[src/hdl/dma_state_pkg.sv]
/*
 Shared constants, types and helpers for the DMA free-buffer tally and
 transmit state register block.
 Assumes a 32-bit AXI4-Lite register bus and byte addressing.
*/
package dma_state_pkg;

   localparam int          ADDR_W     = 8;          // Register byte address width
   localparam int          DATA_W     = 32;         // Bus data width
   localparam int          TALLY_W    = 16;         // Free-buffer tally width
   localparam int          PTR_W      = 30;         // Descriptor pointer width
   localparam int          PTR_LSB    = 2;          // Pointer field low bit
   localparam int          RX_CH      = 3;          // Receive channels 1..3
   localparam int          FLAG_INPKT = 0;          // In-packet bit, words 0 and 1
   localparam int          FLAG_CUT   = 1;          // Early-cut bit, word 2

   // Register byte offsets
   localparam logic [7:0]  OFS_TALLY1 = 8'h00;
   localparam logic [7:0]  OFS_TALLY2 = 8'h04;
   localparam logic [7:0]  OFS_TALLY3 = 8'h08;
   localparam logic [7:0]  OFS_HEAD   = 8'h0c;
   localparam logic [7:0]  OFS_FIRST  = 8'h10;
   localparam logic [7:0]  OFS_ACTIVE = 8'h14;

   localparam logic [1:0]  RESP_OKAY  = 2'h0;       // Access done
   localparam logic [1:0]  RESP_SLVERR = 2'h2;      // Unmapped address

   localparam logic [15:0] TALLY_RST  = 16'h0000;   // Tally reset value
   localparam logic [29:0] PTR_RST    = 30'h00000000;
   localparam logic [31:0] WORD_ZERO  = 32'h00000000;

   // Transmit state as seen by the engine
   typedef struct packed {
      logic [PTR_W-1:0] send_queue_head_pointer;
      logic [PTR_W-1:0] packet_first_descriptor_pointer;
      logic [PTR_W-1:0] active_descriptor_pointer;
      logic             in_packet;
      logic             early_cut_flag;
   } tx_state_t;

   // Register select decoded from an address
   typedef enum {
      SEL_TALLY1, SEL_TALLY2, SEL_TALLY3, SEL_HEAD, SEL_FIRST, SEL_ACTIVE, SEL_NONE
   } reg_sel_t;

   // Byte-lane mask from write strobes
   function automatic logic [31:0] strb_mask(input logic [3:0] strb);
      strb_mask = {{8{strb[3]}}, {8{strb[2]}}, {8{strb[1]}}, {8{strb[0]}}};
   endfunction

   // Address decode, used by both bus channels
   function automatic reg_sel_t decode(input logic [ADDR_W-1:0] addr);
      case (addr)
         OFS_TALLY1: decode = SEL_TALLY1;
         OFS_TALLY2: decode = SEL_TALLY2;
         OFS_TALLY3: decode = SEL_TALLY3;
         OFS_HEAD:   decode = SEL_HEAD;
         OFS_FIRST:  decode = SEL_FIRST;
         OFS_ACTIVE: decode = SEL_ACTIVE;
         default:    decode = SEL_NONE;
      endcase
   endfunction

endpackage

[src/hdl/free_buffer_tally.sv]
/*
 One receive channel free-buffer tally.
 Software writes add to the tally; the engine takes one per buffer used.
 Assumes the take input is a one-cycle pulse per consumed buffer.
*/
`timescale 1ns/1ps
module free_buffer_tally
   import dma_state_pkg::*;
#(
   parameter int W = TALLY_W                // Tally width
) (
   input  wire logic         clk,
   input  wire logic         rst_n,
   input  wire logic         ce,
   input  wire logic         add_en,        // Software write this cycle
   input  wire logic [W-1:0] add_value,     // Lane-masked addend
   input  wire logic         take,          // Engine used one buffer
   output logic      [W-1:0] tally          // Current free-buffer count
);

   logic [W-1:0] next_tally;                // Next tally value

   // Add and take in the same cycle both count; wraps modulo 2**W
   always_comb begin
      next_tally = tally;
      if (add_en) begin
         next_tally = W'(next_tally + add_value);
      end
      if (take) begin
         next_tally = W'(next_tally - W'(1));
      end
   end

   // Register, frozen while the clock enable is low
   always_ff @(posedge clk) begin
      if (!rst_n) begin
         tally <= W'(TALLY_RST);
      end else if (ce) begin
         tally <= next_tally;
      end
   end

endmodule

[src/hdl/tx_pointer_word.sv]
/*
 One 30-bit descriptor pointer of the transmit state.
 Software writes merge per byte lane; an engine load replaces the value
 and wins over a software write in the same cycle.
 Assumes the pointer sits at bits 31..2 of its bus word.
*/
`timescale 1ns/1ps
module tx_pointer_word
   import dma_state_pkg::*;
(
   input  wire logic             clk,
   input  wire logic             rst_n,
   input  wire logic             ce,
   input  wire logic             sw_we,    // Software write strobe
   input  wire logic [31:0]      sw_data,  // Software write data
   input  wire logic [31:0]      sw_mask,  // Byte-lane mask
   input  wire logic             hw_load,  // Engine load strobe
   input  wire logic [PTR_W-1:0] hw_ptr,   // Engine pointer value
   output logic      [PTR_W-1:0] ptr       // Stored pointer
);

   logic [31:0]      merged;               // Old word merged with new lanes
   logic [PTR_W-1:0] next_ptr;             // Next pointer value

   // Engine first: it owns the pointer while walking the chain
   always_comb begin
      merged   = ({ptr, 2'h0} & ~sw_mask) | (sw_data & sw_mask);
      next_ptr = ptr;
      if (hw_load) begin
         next_ptr = hw_ptr;
      end else if (sw_we) begin
         next_ptr = merged[31:PTR_LSB];
      end
   end

   always_ff @(posedge clk) begin
      if (!rst_n) begin
         ptr <= PTR_RST;
      end else if (ce) begin
         ptr <= next_ptr;
      end
   end

endmodule

[src/hdl/dma_buffer_tx_regs.sv]
/*
 Receive free-buffer tallies for channels 1..3 and the first three
 transmit state words of the packet DMA engine, behind an AXI4-Lite slave.
 Assumes the engine pulses rx_take per consumed buffer and tx_load when
 it moves to a new state; all inputs are synchronous to clk.
*/
`timescale 1ns/1ps
module dma_buffer_tx_regs
   import dma_state_pkg::*;
(
   input  wire logic                  clk,
   input  wire logic                  rst_n,
   input  wire logic                  ce,
   input  wire logic [ADDR_W-1:0]     s_axi_awaddr,
   input  wire logic                  s_axi_awvalid,
   output logic                       s_axi_awready,
   input  wire logic [31:0]           s_axi_wdata,
   input  wire logic [3:0]            s_axi_wstrb,
   input  wire logic                  s_axi_wvalid,
   output logic                       s_axi_wready,
   output logic [1:0]                 s_axi_bresp,
   output logic                       s_axi_bvalid,
   input  wire logic                  s_axi_bready,
   input  wire logic [ADDR_W-1:0]     s_axi_araddr,
   input  wire logic                  s_axi_arvalid,
   output logic                       s_axi_arready,
   output logic [31:0]                s_axi_rdata,
   output logic [1:0]                 s_axi_rresp,
   output logic                       s_axi_rvalid,
   input  wire logic                  s_axi_rready,
   input  wire logic [RX_CH-1:0]      rx_take,
   input  wire logic                  tx_load,
   input  wire tx_state_t             tx_in,
   output logic [RX_CH-1:0][TALLY_W-1:0] rx_tally,
   output tx_state_t                  tx_state
);

   // Write channel holding registers
   logic              aw_held;             // Address taken, awaiting write
   logic [ADDR_W-1:0] aw_addr;             // Held write address
   logic              w_held;              // Data taken, awaiting write
   logic [31:0]       w_data;              // Held write data
   logic [3:0]        w_strb;              // Held strobes
   logic              next_aw_held;
   logic [ADDR_W-1:0] next_aw_addr;
   logic              next_w_held;
   logic [31:0]       next_w_data;
   logic [3:0]        next_w_strb;
   logic              next_bvalid;
   logic [1:0]        next_bresp;
   logic              do_write;            // Write performed this cycle
   reg_sel_t          wr_sel;              // Decoded write target
   logic [31:0]       wmask;               // Byte-lane mask

   // Read channel registers
   logic              next_rvalid;
   logic [31:0]       next_rdata;
   logic [1:0]        next_rresp;
   reg_sel_t          rd_sel;              // Decoded read target
   reg_sel_t          rd_last;             // Target of the data on the bus
   reg_sel_t          next_rd_last;

   // Flag state
   logic              in_pkt;
   logic              cut;
   logic              next_in_pkt;
   logic              next_cut;

   logic [PTR_W-1:0]  head_ptr;
   logic [PTR_W-1:0]  first_ptr;
   logic [PTR_W-1:0]  active_ptr;

   // Each ready only while its own channel holds nothing and no response pends; ce stalls all
   assign s_axi_awready = ce && !aw_held && !s_axi_bvalid;
   assign s_axi_wready  = ce && !w_held && !s_axi_bvalid;
   assign s_axi_arready = ce && !s_axi_rvalid;

   assign do_write = ce && aw_held && w_held && !s_axi_bvalid;
   assign wr_sel   = decode(aw_addr);
   assign rd_sel   = decode(s_axi_araddr);
   assign wmask    = strb_mask(w_strb);

   // Write channel: address and data may arrive in either order
   always_comb begin
      next_aw_held = aw_held;
      next_aw_addr = aw_addr;
      next_w_held  = w_held;
      next_w_data  = w_data;
      next_w_strb  = w_strb;
      next_bvalid  = s_axi_bvalid;
      next_bresp   = s_axi_bresp;
      if (s_axi_awvalid && s_axi_awready) begin
         next_aw_held = 1'b1;
         next_aw_addr = s_axi_awaddr;
      end
      if (s_axi_wvalid && s_axi_wready) begin
         next_w_held = 1'b1;
         next_w_data = s_axi_wdata;
         next_w_strb = s_axi_wstrb;
      end
      if (do_write) begin
         next_aw_held = 1'b0;
         next_w_held  = 1'b0;
         next_bvalid  = 1'b1;
         next_bresp   = (wr_sel == SEL_NONE) ? RESP_SLVERR : RESP_OKAY;
      end else if (s_axi_bvalid && s_axi_bready) begin
         next_bvalid = 1'b0;
      end
   end

   always_ff @(posedge clk) begin
      if (!rst_n) begin
         aw_held      <= 1'b0;
         aw_addr      <= '0;
         w_held       <= 1'b0;
         w_data       <= WORD_ZERO;
         w_strb       <= 4'h0;
         s_axi_bvalid <= 1'b0;
         s_axi_bresp  <= RESP_OKAY;
      end else if (ce) begin
         aw_held      <= next_aw_held;
         aw_addr      <= next_aw_addr;
         w_held       <= next_w_held;
         w_data       <= next_w_data;
         w_strb       <= next_w_strb;
         s_axi_bvalid <= next_bvalid;
         s_axi_bresp  <= next_bresp;
      end
   end

   // Receive tallies, one counter per channel
   for (genvar ch = 0; ch < RX_CH; ch++) begin : g_tally
      free_buffer_tally #(
         .W         (TALLY_W)
      ) u_tally (
         .clk       (clk),
         .rst_n     (rst_n),
         .ce        (ce),
         .add_en    (do_write && (wr_sel == reg_sel_t'(ch))),
         .add_value (w_data[TALLY_W-1:0] & wmask[TALLY_W-1:0]),
         .take      (rx_take[ch]),
         .tally     (rx_tally[ch])
      );
   end

   // Transmit pointers
   tx_pointer_word u_head (
      .clk     (clk),
      .rst_n   (rst_n),
      .ce      (ce),
      .sw_we   (do_write && (wr_sel == SEL_HEAD)),
      .sw_data (w_data),
      .sw_mask (wmask),
      .hw_load (tx_load),
      .hw_ptr  (tx_in.send_queue_head_pointer),
      .ptr     (head_ptr)
   );

   tx_pointer_word u_first (
      .clk     (clk),
      .rst_n   (rst_n),
      .ce      (ce),
      .sw_we   (do_write && (wr_sel == SEL_FIRST)),
      .sw_data (w_data),
      .sw_mask (wmask),
      .hw_load (tx_load),
      .hw_ptr  (tx_in.packet_first_descriptor_pointer),
      .ptr     (first_ptr)
   );

   tx_pointer_word u_active (
      .clk     (clk),
      .rst_n   (rst_n),
      .ce      (ce),
      .sw_we   (do_write && (wr_sel == SEL_ACTIVE)),
      .sw_data (w_data),
      .sw_mask (wmask),
      .hw_load (tx_load),
      .hw_ptr  (tx_in.active_descriptor_pointer),
      .ptr     (active_ptr)
   );

   // Flags: in-packet is one bit shared by words 0 and 1; an engine load
   // wins over software, so a hardware-set cut is never lost to a clear
   always_comb begin
      next_in_pkt = in_pkt;
      next_cut    = cut;
      if (tx_load) begin
         next_in_pkt = tx_in.in_packet;
         next_cut    = tx_in.early_cut_flag;
      end else if (do_write) begin
         if ((wr_sel == SEL_HEAD || wr_sel == SEL_FIRST) && w_strb[0]) begin
            next_in_pkt = w_data[FLAG_INPKT];
         end
         if (wr_sel == SEL_ACTIVE && w_strb[0]) begin
            next_cut = w_data[FLAG_CUT];
         end
      end
   end

   always_ff @(posedge clk) begin
      if (!rst_n) begin
         in_pkt <= 1'b0;
         cut    <= 1'b0;
      end else if (ce) begin
         in_pkt <= next_in_pkt;
         cut    <= next_cut;
      end
   end

   assign tx_state = '{send_queue_head_pointer:         head_ptr,
                       packet_first_descriptor_pointer: first_ptr,
                       active_descriptor_pointer:       active_ptr,
                       in_packet:                       in_pkt,
                       early_cut_flag:                  cut};

   // Read channel: data registered one cycle after the address is taken
   always_comb begin
      next_rvalid  = s_axi_rvalid;
      next_rdata   = s_axi_rdata;
      next_rresp   = s_axi_rresp;
      next_rd_last = rd_last;
      if (s_axi_arvalid && s_axi_arready) begin
         next_rvalid  = 1'b1;
         next_rresp   = RESP_OKAY;
         next_rd_last = rd_sel;
         next_rdata   = WORD_ZERO;
         case (rd_sel)
            SEL_TALLY1: next_rdata[TALLY_W-1:0] = rx_tally[0];
            SEL_TALLY2: next_rdata[TALLY_W-1:0] = rx_tally[1];
            SEL_TALLY3: next_rdata[TALLY_W-1:0] = rx_tally[2];
            SEL_HEAD: begin
               next_rdata[31:PTR_LSB]   = head_ptr;
               next_rdata[FLAG_INPKT]   = in_pkt;
            end
            SEL_FIRST: begin
               next_rdata[31:PTR_LSB]   = first_ptr;
               next_rdata[FLAG_INPKT]   = in_pkt;
            end
            SEL_ACTIVE: begin
               next_rdata[31:PTR_LSB]   = active_ptr;
               next_rdata[FLAG_CUT]     = cut;
            end
            default: next_rresp = RESP_SLVERR;   // Unmapped reads zero
         endcase
      end else if (s_axi_rvalid && s_axi_rready) begin
         next_rvalid = 1'b0;
      end
   end

   always_ff @(posedge clk) begin
      if (!rst_n) begin
         s_axi_rvalid <= 1'b0;
         s_axi_rdata  <= WORD_ZERO;
         s_axi_rresp  <= RESP_OKAY;
         rd_last      <= SEL_NONE;
      end else if (ce) begin
         s_axi_rvalid <= next_rvalid;
         s_axi_rdata  <= next_rdata;
         s_axi_rresp  <= next_rresp;
         rd_last      <= next_rd_last;
      end
   end
endmodule

[config.mk]
export PLATFORM = sky130hd
export DESIGN_NAME = dma_buffer_tx_regs
export DESIGN_NICKNAME = d
export VERILOG_FILES = /design/src/hdl/dma_state_pkg.sv /design/src/hdl/free_buffer_tally.sv /design/src/hdl/tx_pointer_word.sv /design/src/hdl/dma_buffer_tx_regs.sv
export SDC_FILE = /design/constraint.sdc
export NUM_CORES = 1
export LEC_CHECK = 0
export ABC_AREA = 1
export BUFFER_PORTS_ARGS = -buffer_cell sky130_fd_sc_hd__buf_2
export CAP_MARGIN = 15
export CORE_MARGIN = 4
export CORE_UTILIZATION = 28
export DETAILED_ROUTE_END_ITERATION = 6
export GPL_TIMING_DRIVEN = 0
export PLACE_DENSITY = 0.5
export SETUP_SLACK_MARGIN = 0.02
export SLEW_MARGIN = 20
export SYNTH_ARGS = -nofsm -noshare
export SYNTH_HDL_FRONTEND = slang
export SYNTH_SLANG_ARGS = --single-unit
export TNS_END_PERCENT = 30
[constraint.sdc]
create_clock -name clk -period 4 [get_ports clk]
set_input_delay 0.4 -clock clk [delete_from_list [all_inputs] [get_ports clk]]
set_output_delay 0.4 -clock clk [all_outputs]
set_load 0.02 [all_outputs]
After elaboration in Yosys (flattened, before gate mapping)

Cells that the tools add are included.

Bits of input ports: 156
Output and inout bits: 181
Logic and storage cells: 143
Register bits after elaboration: 224

Equal/unequal tests: 21
Add/sub/neg operators: 6
Reduce and logical (&&, ||, !) cells: 55
Bitwise gates (word level): 9
Mux-type cells: 34

Operators by type and width:

| cell                    | number |
|---|---|
| $mux W30                | 6 |
| $and A32 B32 Y32        | 4 |
| $eq A32 B3 Y1 const B   | 4 |
| $eq A32 B2 Y1 const B   | 3 |
| $eq A32 B4 Y1 const B   | 3 |
| $mux W16                | 6 |
| $or A32 B32 Y32         | 3 |
| $pmux W14 S6            | 1 |
| $logic_not A32 Y1       | 2 |
| $add A16 B16 Y16        | 3 |
| $pmux W16 S3            | 1 |
| $sub A16 B1 Y16 const B | 3 |
| $pmux W3 S6             | 2 |
| $eq A32 B1 Y1 const B   | 1 |
| $eq A8 B4 Y1 const B    | 4 |
| $eq A8 B5 Y1 const B    | 4 |
| $not A32 Y32            | 1 |
| $reduce_and A2 Y1       | 11 |
| $logic_and A1 B1 Y1     | 21 |
| $reduce_bool A2 Y1      | 10 |
| $and A16 B16 Y16        | 1 |
| $eq A8 B3 Y1 const B    | 2 |
| $logic_not A8 Y1        | 2 |
| $mux W1                 | 14 |
| other kinds (7)         | 13 |

Logic depth before layout (Yosys ltp)

Gate-level depths: netlist of the first run.

Word-level depth: 8
Depth in mapped cells: 24

Cells and area by module

From an unflattened synthesis of the first run, not the netlist that was laid out.

Cells, all modules: 3,020
Area, all modules: 17,341.6 µm²

By module, submodules not included:

| module                                     | area each (µm²) | times used | cells an instance |
|---|---|---|---|
| tx_pointer_word                            | 2,011.9         | 3          | 381 |
| dma_buffer_tx_regs                         | 4,823.4         | 1          | 758 |
| free_buffer_tally (g_tally[0].u_tally ...) | 2,212.1         | 2          | 386 |
| free_buffer_tally (g_tally[1].u_tally)     | 2,058.2         | 1          | 347 |

Worst setup path before layout of the first run

Ideal clock, no wire load.

Path kind: reg-to-reg
Start: register w_strb[0]
End: register g_tally[2].u_tally.tally[14]
Path slack: 1.076 ns
Data arrival time: 2.815 ns
Data required time: 3.891 ns
Stages on the path, launching flop included: 23
Path through: dfxtp_1 -> clkbuf_1 -> nand2_1 -> inv_1 -> ha_1 -> inv_1 -> fa_1 -> inv_1 -> nand2_1 -> nand2_1 -> inv_1 -> ha_1 -> nand3_1 -> nor2_2 -> nand2_1 -> nor2_2 -> nand2_1 -> nor2_2 -> nand2_1 -> o21bai_1 -> nand3_1 -> nand2_1 -> inv_1

Cells in the longest elaborated chain, start to end: 5

Ends and longest elaborated chain:

| what                   | line                      | source |
|---|---|---|
| from (decl)            | dma_buffer_tx_regs.sv:43  | `logic [3:0] w_strb;` |
| from (signal assigned) | dma_buffer_tx_regs.sv:125 | `w_strb <= next_w_strb;` |
| $and A16 B16 Y16 (*)   | dma_buffer_tx_regs.sv:140 | `.add_value (w_data[TALLY_W-1:0] & wmask[TALLY_W-1:0]),` |
| $add A16 B16 Y16 (*)   | free_buffer_tally.sv:27   | `next_tally = W'(next_tally + add_value);` |
| $mux W16 (*)           | free_buffer_tally.sv:26   | `if (add_en) begin` |
| $sub A16 B1 Y16        | free_buffer_tally.sv:30   | `next_tally = W'(next_tally - W'(1));` |
| $mux W16 (*)           | free_buffer_tally.sv:29   | `if (take) begin` |
| to (signal assigned)   | free_buffer_tally.sv:37   | `tally <= W'(TALLY_RST);` |
| to (signal assigned)   | free_buffer_tally.sv:39   | `tally <= next_tally;` |
| to (decl)              | free_buffer_tally.sv:18   | `output logic [W-1:0] tally` |

Every way passes the cells marked *; elsewhere a longest branch is shown, timed or not.
A chain may end at the register's enable or synchronous reset.

Worst setup path after layout of the first run

Start: register w_strb[0]
End: register g_tally[1].u_tally.tally[15]

Cells in the longest elaborated chain, start to end: 5

Ends and longest elaborated chain:

| what                 | line |
|---|---|
| $and A16 B16 Y16 (*) | dma_buffer_tx_regs.sv:140 |
| $add A16 B16 Y16 (*) | free_buffer_tally.sv:27 |
| $mux W16 (*)         | free_buffer_tally.sv:26 |
| $sub A16 B1 Y16      | free_buffer_tally.sv:30 |
| $mux W16 (*)         | free_buffer_tally.sv:29 |
| to (signal assigned) | free_buffer_tally.sv:37 |
| to (signal assigned) | free_buffer_tally.sv:39 |
| to (decl)            | free_buffer_tally.sv:18 |

Marked as above.

==> impl_metrics.env, run 1 <==
export IMPL_nets=2739
export IMPL_place_congestion=0.957
export IMPL_synth_edf_count=0
export IMPL_status="finished, final reports clean"
export IMPL_syn_instance_count=2172
export IMPL_maxCapViolations=0
export IMPL_drc=0
export IMPL_synthArstFlopShare=0
export IMPL_p_per_area_mw_per_mm2=354
export IMPL_cts_htree_levels=1
export IMPL_p_leak_uw=0.00824
export IMPL_start_util=0.283
export IMPL_grt_max_degree=15
export IMPL_numCtsBuffers=26
export IMPL_clkSinkCount=222
export IMPL_via_count=16297
export IMPL_cts_tree="built"
export IMPL_drt_first_pass_iters=5
export IMPL_fin_crit_ns=3.71
export IMPL_worstPathCellList="buf_4, nand2_1, inv_1, ha_1, a21oi_1, o21ai_0, a21oi_1, nand3_1, nand3_1, nand2_1, nor2_1, inv_1, nor2_1, nand2_1, nand2_1, nand3_1, nand2_1, inv_1"
export IMPL_hp_class="input port to flop"
export IMPL_endpoint_kind="flop"
export IMPL_grt_pass1_wl_um=103000
export IMPL_cp_max_fo=10
export IMPL_wl_per_cell_um=22.4
export IMPL_root_buffer="clkbuf_16"
export IMPL_vias_per_cell=5.06
export IMPL_syn_area_mm2=0.0139
export IMPL_ys_warn_count=0
export IMPL_grt_total_usage=0.259
export IMPL_port_buffers=332
export IMPL_clock_path_buffers=3
export IMPL_hold_ws_ns=0.0879
export IMPL_die_area_mm2=0.0532
export IMPL_dieHeight_um=231
export IMPL_skew_ns=0.0201
export IMPL_fin_crit_sh=0.927
export IMPL_worstPathArrival_ns=4.18
export IMPL_finalHoldViolCount=0
export IMPL_final_util=0.352
export IMPL_core_area_mm2=0.0490
export IMPL_synth_ff_type="dfxtp_1"
export IMPL_tightest_slew_ns=0.915
export IMPL_start_kind="flop"
export IMPL_rsz0062_at_grt="no"
export IMPL_slew_headroom=0.390
export IMPL_yosysTopAreaCell="dfxtp_1"
export IMPL_critical_path_top_cell_by_count="nand2_1"
export IMPL_drv_slew=0
export IMPL_areaGrowthSynthToFinish_pct=24.3
export IMPL_setup_ws_ns=0.293
export IMPL_ys_ff_latch=222
export IMPL_peakVddDrop_mv=0.318
export IMPL_nFillCells=5487
export IMPL_fmax_ghz=0.270
export IMPL_setup_violations=0
export IMPL_ioPinCount=337
export IMPL_rows=81
export IMPL_synth_seq_area_share=0.320
export IMPL_dp_hpwl_um=59000
export IMPL_clk_latency_ns=0.57
export IMPL_synth_top_area_frac=0.320
export IMPL_antenna_found_initial=5
export IMPL_fp_dieW_um=231
export IMPL_critical_path_class="flop to flop"
export IMPL_ys_top_cells_by_area="dfxtp_1 32%, nand2_1 16%, inv_1 7.6%, a21oi_1 7.3%, o21ai_0 5.5%"
export IMPL_pre_cts_ws_ns=-0.0951
export IMPL_drive_above_1_share=0.177
export IMPL_grt_overflow_total=0
export IMPL_critPathSlowestCell="dfxtp_1"
export IMPL_grt_pass1_vias=15625
export IMPL_wl_um=72100
export IMPL_drt_iter0_markers=1213
export IMPL_ant_nets=0
export IMPL_cp_required_ns=4.47
export IMPL_synthDistinctLibCells=43
export IMPL_max_stage_delay_ns=0.49
export IMPL_synth_avg_cell_area_um2=6.39
export IMPL_path_clk_slew_ns=0.06
layout make-up:
type / count / area [um^2] / share of cell area
Multi-Input combinational cell: 1567 / 7960 / 0.462
Timing Repair Buffer: 332 / 1660 / 0.0964
Clock buffer: 37 / 742 / 0.0430
Sequential cell: 222 / 4440 / 0.258
Tap cell: 664 / 831 / 0.0482
Buffer: 94 / 392 / 0.0227
Clock inverter: 10 / 110 / 0.00639
Inverter: 290 / 1090 / 0.0633
Antenna cell: 4 / 10.0 / 0.000581
Yosys cell counts, types with 5 or more instances:
library cell / number
a211oi_1: 67
a21oi_1: 201
a31oi_1: 20
buf_1: 7
buf_2: 7
buf_4: 5
clkbuf_1: 74
dfxtp_1: 222
ha_1: 47
inv_1: 282
inv_2: 8
nand2_1: 575
nand3_1: 116
nand3b_1: 8
nand4_1: 19
nor2_1: 188
nor2_2: 11
nor2_4: 5
nor3_1: 13
o2111ai_1: 7
o211ai_1: 16
o21ai_0: 153
o21bai_1: 6
o221ai_1: 24
o22ai_1: 9
o31ai_1: 8
or2_2: 31
xnor2_1: 6
xor2_1: 14
cells by family (layout without fill, tap and decap cells):
| logic type | Yosys count | count (layout) | synth area share |
|---|---|---|---|
| compound gates | 519 | 519 | 0.217 |
| fa+ha+maj | 50 | 50 | 0.0467 |
| xor+xnor | 20 | 20 | 0.0126 |
| simple gates | 976 | 976 | 0.297 |
| other cells | 1 | 6 | 0.000270 |
| flops | 222 | 222 | 0.320 |
| buf+inv | 384 | 763 | 0.106 |
where the power goes:
part	internal, uW	leakage, uW	total (uW)	switching, uW
Clock	1370	0.000418	2420	1050
Sequential	2340	0.00182	2500	161
Combinational	369	0.00601	1180	810
Total	4070	0.00824	6100	2030
per-stage QoR:
stage                     std cells  area [um^2]  power [uW]  setup TNS, ns
after global routing           3218        17200        6360              0
after detailed placement       3169        16400        3710        -0.0951
after CTS                      3216        17200        6130              0
after global placement         3169        16400        3700         -0.224
after floorplan                2173        13900        3190              0
final                          3220        17200        6100              0
worst max-delay path, delay by kind of cell (launching register included):
| kind | cells | cell delay [ns] |
|---|---|---|
| buf+inv | 4 | 0.72 |
| simple gates | 10 | 1.10 |
| flops | 1 | 0.49 |
| compound gates | 3 | 0.89 |
| fa+ha+maj | 1 | 0.39 |
cells in the final DEF, fill, tap and decap left out, types with 9 or more instances in the layout:
cell / n
nand2_1: 574
buf_2: 339
inv_1: 280
dfxtp_1: 222
a21oi_1: 201
nor2_1: 188
o21ai_0: 153
nand3_1: 116
clkbuf_1: 79
a211oi_1: 67
ha_1: 47
or2_2: 31
clkbuf_16: 26
o221ai_1: 24
a31oi_1: 20
nand4_1: 19
o211ai_1: 16
xor2_1: 14
nor3_1: 12
nor2_2: 11
inv_2: 9
o22ai_1: 9
what timing repair did:
action,CTS,global route
setup buffers,0,0
setup endpoints to repair,6,13
hold buffers,0,0
resized for setup,1,7
routing by layer:
layer	vias to the layer above	part of all wire	wire, um	global-route usage
met4	2	0.032	2290	0.0749
met3	102	0.072	5190	0.0476
met1	7666	0.44	32000	0.353
met2	630	0.45	32600	0.418
met5	-	0.00014	10	0
li1	7897	-	-	-
worst paths after layout:
path	depth (start not counted)	slack, ns	end	start
worst max register to register	18	0.29	g_tally[1].u_tally.tally[15]	w_strb[0]
worst min register to register	2	0.45	w_data[29]	w_data[29]
worst max-delay path	18	0.29	g_tally[1].u_tally.tally[15]	w_strb[0]
worst min-delay path	3	0.09	aw_addr[6]	s_axi_awaddr[6]
(Power assumes the default switching activity.)
==> run 2: changes to the inputs <==
CORE_MARGIN = 2   (was 4)
CORE_UTILIZATION = 40   (was 28)
PLACE_DENSITY = 0.66   (was 0.5)
TNS_END_PERCENT = not set   (was 30)
==> impl_metrics.env, run 2 (synthesis results as in run 1) <==
export IMPL_wl_um=64600
export IMPL_start_kind="flop"
export IMPL_dp_cells=2960
export IMPL_path_buf_inv=6
export IMPL_setup_tns_final_ns=0
export IMPL_ioPinCount=337
export IMPL_numCtsBuffers=24
export IMPL_drt_iter0_markers=1768
export IMPL_pwr_share_comb=0.194
export IMPL_drive_above_1_share=0.175
export IMPL_dp_hpwl_um=51600
export IMPL_rows=68
export IMPL_tightest_slew_ns=1.07
export IMPL_slew_headroom=0.285
export IMPL_layout_cells_non_filler=3017
export IMPL_grt_max_degree=14
export IMPL_die_area_mm2=0.0362
export IMPL_grt_pass1_wl_um=93500
export IMPL_cp_max_fo=10
export IMPL_endpoint_kind="flop"
export IMPL_antenna_found_initial=16
export IMPL_rsz0062_at_grt="no"
export IMPL_grt_total_usage=0.345
export IMPL_dieHeight_um=190
export IMPL_p_per_area_mw_per_mm2=355
export IMPL_setup_violations=0
export IMPL_finalHoldViolCount=0
export IMPL_max_stage_delay_ns=0.51
export IMPL_final_cell_mix="574 x nand2_1, 339 x buf_2, 282 x inv_1, 222 x dfxtp_1, 201 x a21oi_1"
export IMPL_vias_per_cell=5.54
export IMPL_peakVddDrop_mv=0.305
export IMPL_cts_htree_levels=1
export IMPL_worstPathCellList="clkbuf_4, nand2_1, inv_1, ha_1, inv_1, fa_1, o21ai_0, inv_1, ha_1, nand2_1, inv_1, nand2_1, nor2_1, nand2_1, nor2_2, nand2_1, nor2_1, nor2_1, o21ai_0, inv_1"
export IMPL_fin_crit_sh=0.916
export IMPL_maxCapViolations=0
export IMPL_critical_path_class="flop to flop"
export IMPL_fp_dieW_um=190
export IMPL_critPathTopFamily="simple AND/OR/NAND/NOR gates"
export IMPL_fin_crit_ns=3.66
export IMPL_worstPathArrival_ns=4.11
export IMPL_fmax_ghz=0.273
export IMPL_sw_frac_of_total=0.322
export IMPL_hp_class="input port to flop"
export IMPL_via_count=16726
export IMPL_nets=2737
export IMPL_drc=0
export IMPL_clkSinkCount=222
export IMPL_drt_first_pass_iters=5
export IMPL_final_common_cell="nand2_1"
export IMPL_switchingPower_uw=1940
export IMPL_cts_tree="built"
export IMPL_drv_slew=0
export IMPL_status="finished, final reports clean"
export IMPL_seqCellArea_mm2=0.00444
export IMPL_grt_pass1_vias=15611
export IMPL_multi_input_area_mm2=0.00796
export IMPL_start_util=0.404
export IMPL_pwr_share_clk=0.394
export IMPL_grt_overflow_total=0
export IMPL_skew_ns=0.0122
export IMPL_clock_path_buffers=3
export IMPL_core_area_mm2=0.0344
export IMPL_areaGrowthSynthToFinish_pct=22.4
export IMPL_clk_latency_ns=0.55
export IMPL_p_leak_uw=0.00824
export IMPL_port_buffers=332
export IMPL_power_share_sequential=0.412
export IMPL_path_clk_slew_ns=0.06
export IMPL_root_buffer="clkbuf_16"
export IMPL_critPathSlowestCell="fa_1"
export IMPL_nFillCells=3691
export IMPL_cp_required_ns=4.44
export IMPL_ant_nets=0
export IMPL_internal_power_uw=4090
export IMPL_place_congestion=0.972
export IMPL_wl_per_cell_um=21.4
==> run 2: final timing paths <==
| path | from | end | slack (ns) | depth (start not counted) |
|---|---|---|---|---|
| max | w_strb[0] | g_tally[1].u_tally.tally[10] | 0.34 | 20 |
| min | s_axi_awaddr[4] | aw_addr[4] | 0.11 | 3 |
| max reg2reg | w_strb[0] | g_tally[1].u_tally.tally[10] | 0.34 | 20 |
| min reg2reg | w_data[26] | w_data[26] | 0.45 | 2 |
==> run 2: repair_timing <==
action / 4_1_cts / 5_1_grt
gates resized for setup: 0 / 6
setup buffers: 0 / 0
hold buffers: 0 / 0
endpoints found under the setup margin: 0 / 21
==> run 2: layout make-up <==
cell class                 count  share of cell area
clock inverter                 9             0.00870
sequential                   222               0.262
buffer                        94              0.0231
tap                          455              0.0335
inverter                     290              0.0641
clock buffer                  34              0.0400
timing repair buffer         332              0.0979
multi-input combinational   1567               0.469
antenna                       14             0.00206
==> run 2: per-layer routing <==
layer  GRT usage  up-vias  part of all wire
met4       0.171        4             0.055
met2       0.526      912              0.43
met3      0.0788      190              0.10
met5           0        -           0.00040
li1            -     7884                 -
met1       0.458     7736              0.41
==> run 2: power by group through the flow <==
| stage | combinational, uW | sequential (uW) | clock (uW) |
|---|---|---|---|
| 6_report | 1170 | 2480 | 2370 |
| 5_1_grt | 1280 | 2490 | 2450 |
| 4_1_cts | 1140 | 2480 | 2360 |
| 3_5_place_dp | 1140 | 2530 | 0 |
| 3_3_place_gp | 1120 | 2520 | 0 |
| 2_1_floorplan | 623 | 2570 | 0 |
==> run 2: metrics by stage <==
step / instance area, um^2 / hold WS [ns] / power (uW) / worst slack [ns] / utilization
3_5_place_dp: 16100 / 0.446 / 3660 / 0.0598 / 0.469
5_1_grt: 17000 / 0.127 / 6220 / 0.0544 / 0.494
2_1_floorplan: 13900 / 0.430 / 3190 / 1.08 / -
4_1_cts: 16900 / 0.0984 / 5980 / 0.0500 / 0.493
3_3_place_gp: 16100 / 0.439 / 3650 / 0.0509 / 0.469
6_report: 17000 / 0.105 / 6030 / 0.337 / 0.494
==> run 2: tightest hold or removal path, cell delays in order <==
cell and delay [ns]:
buf_2 0.08, o21ai_0 0.07, nor2_1 0.08
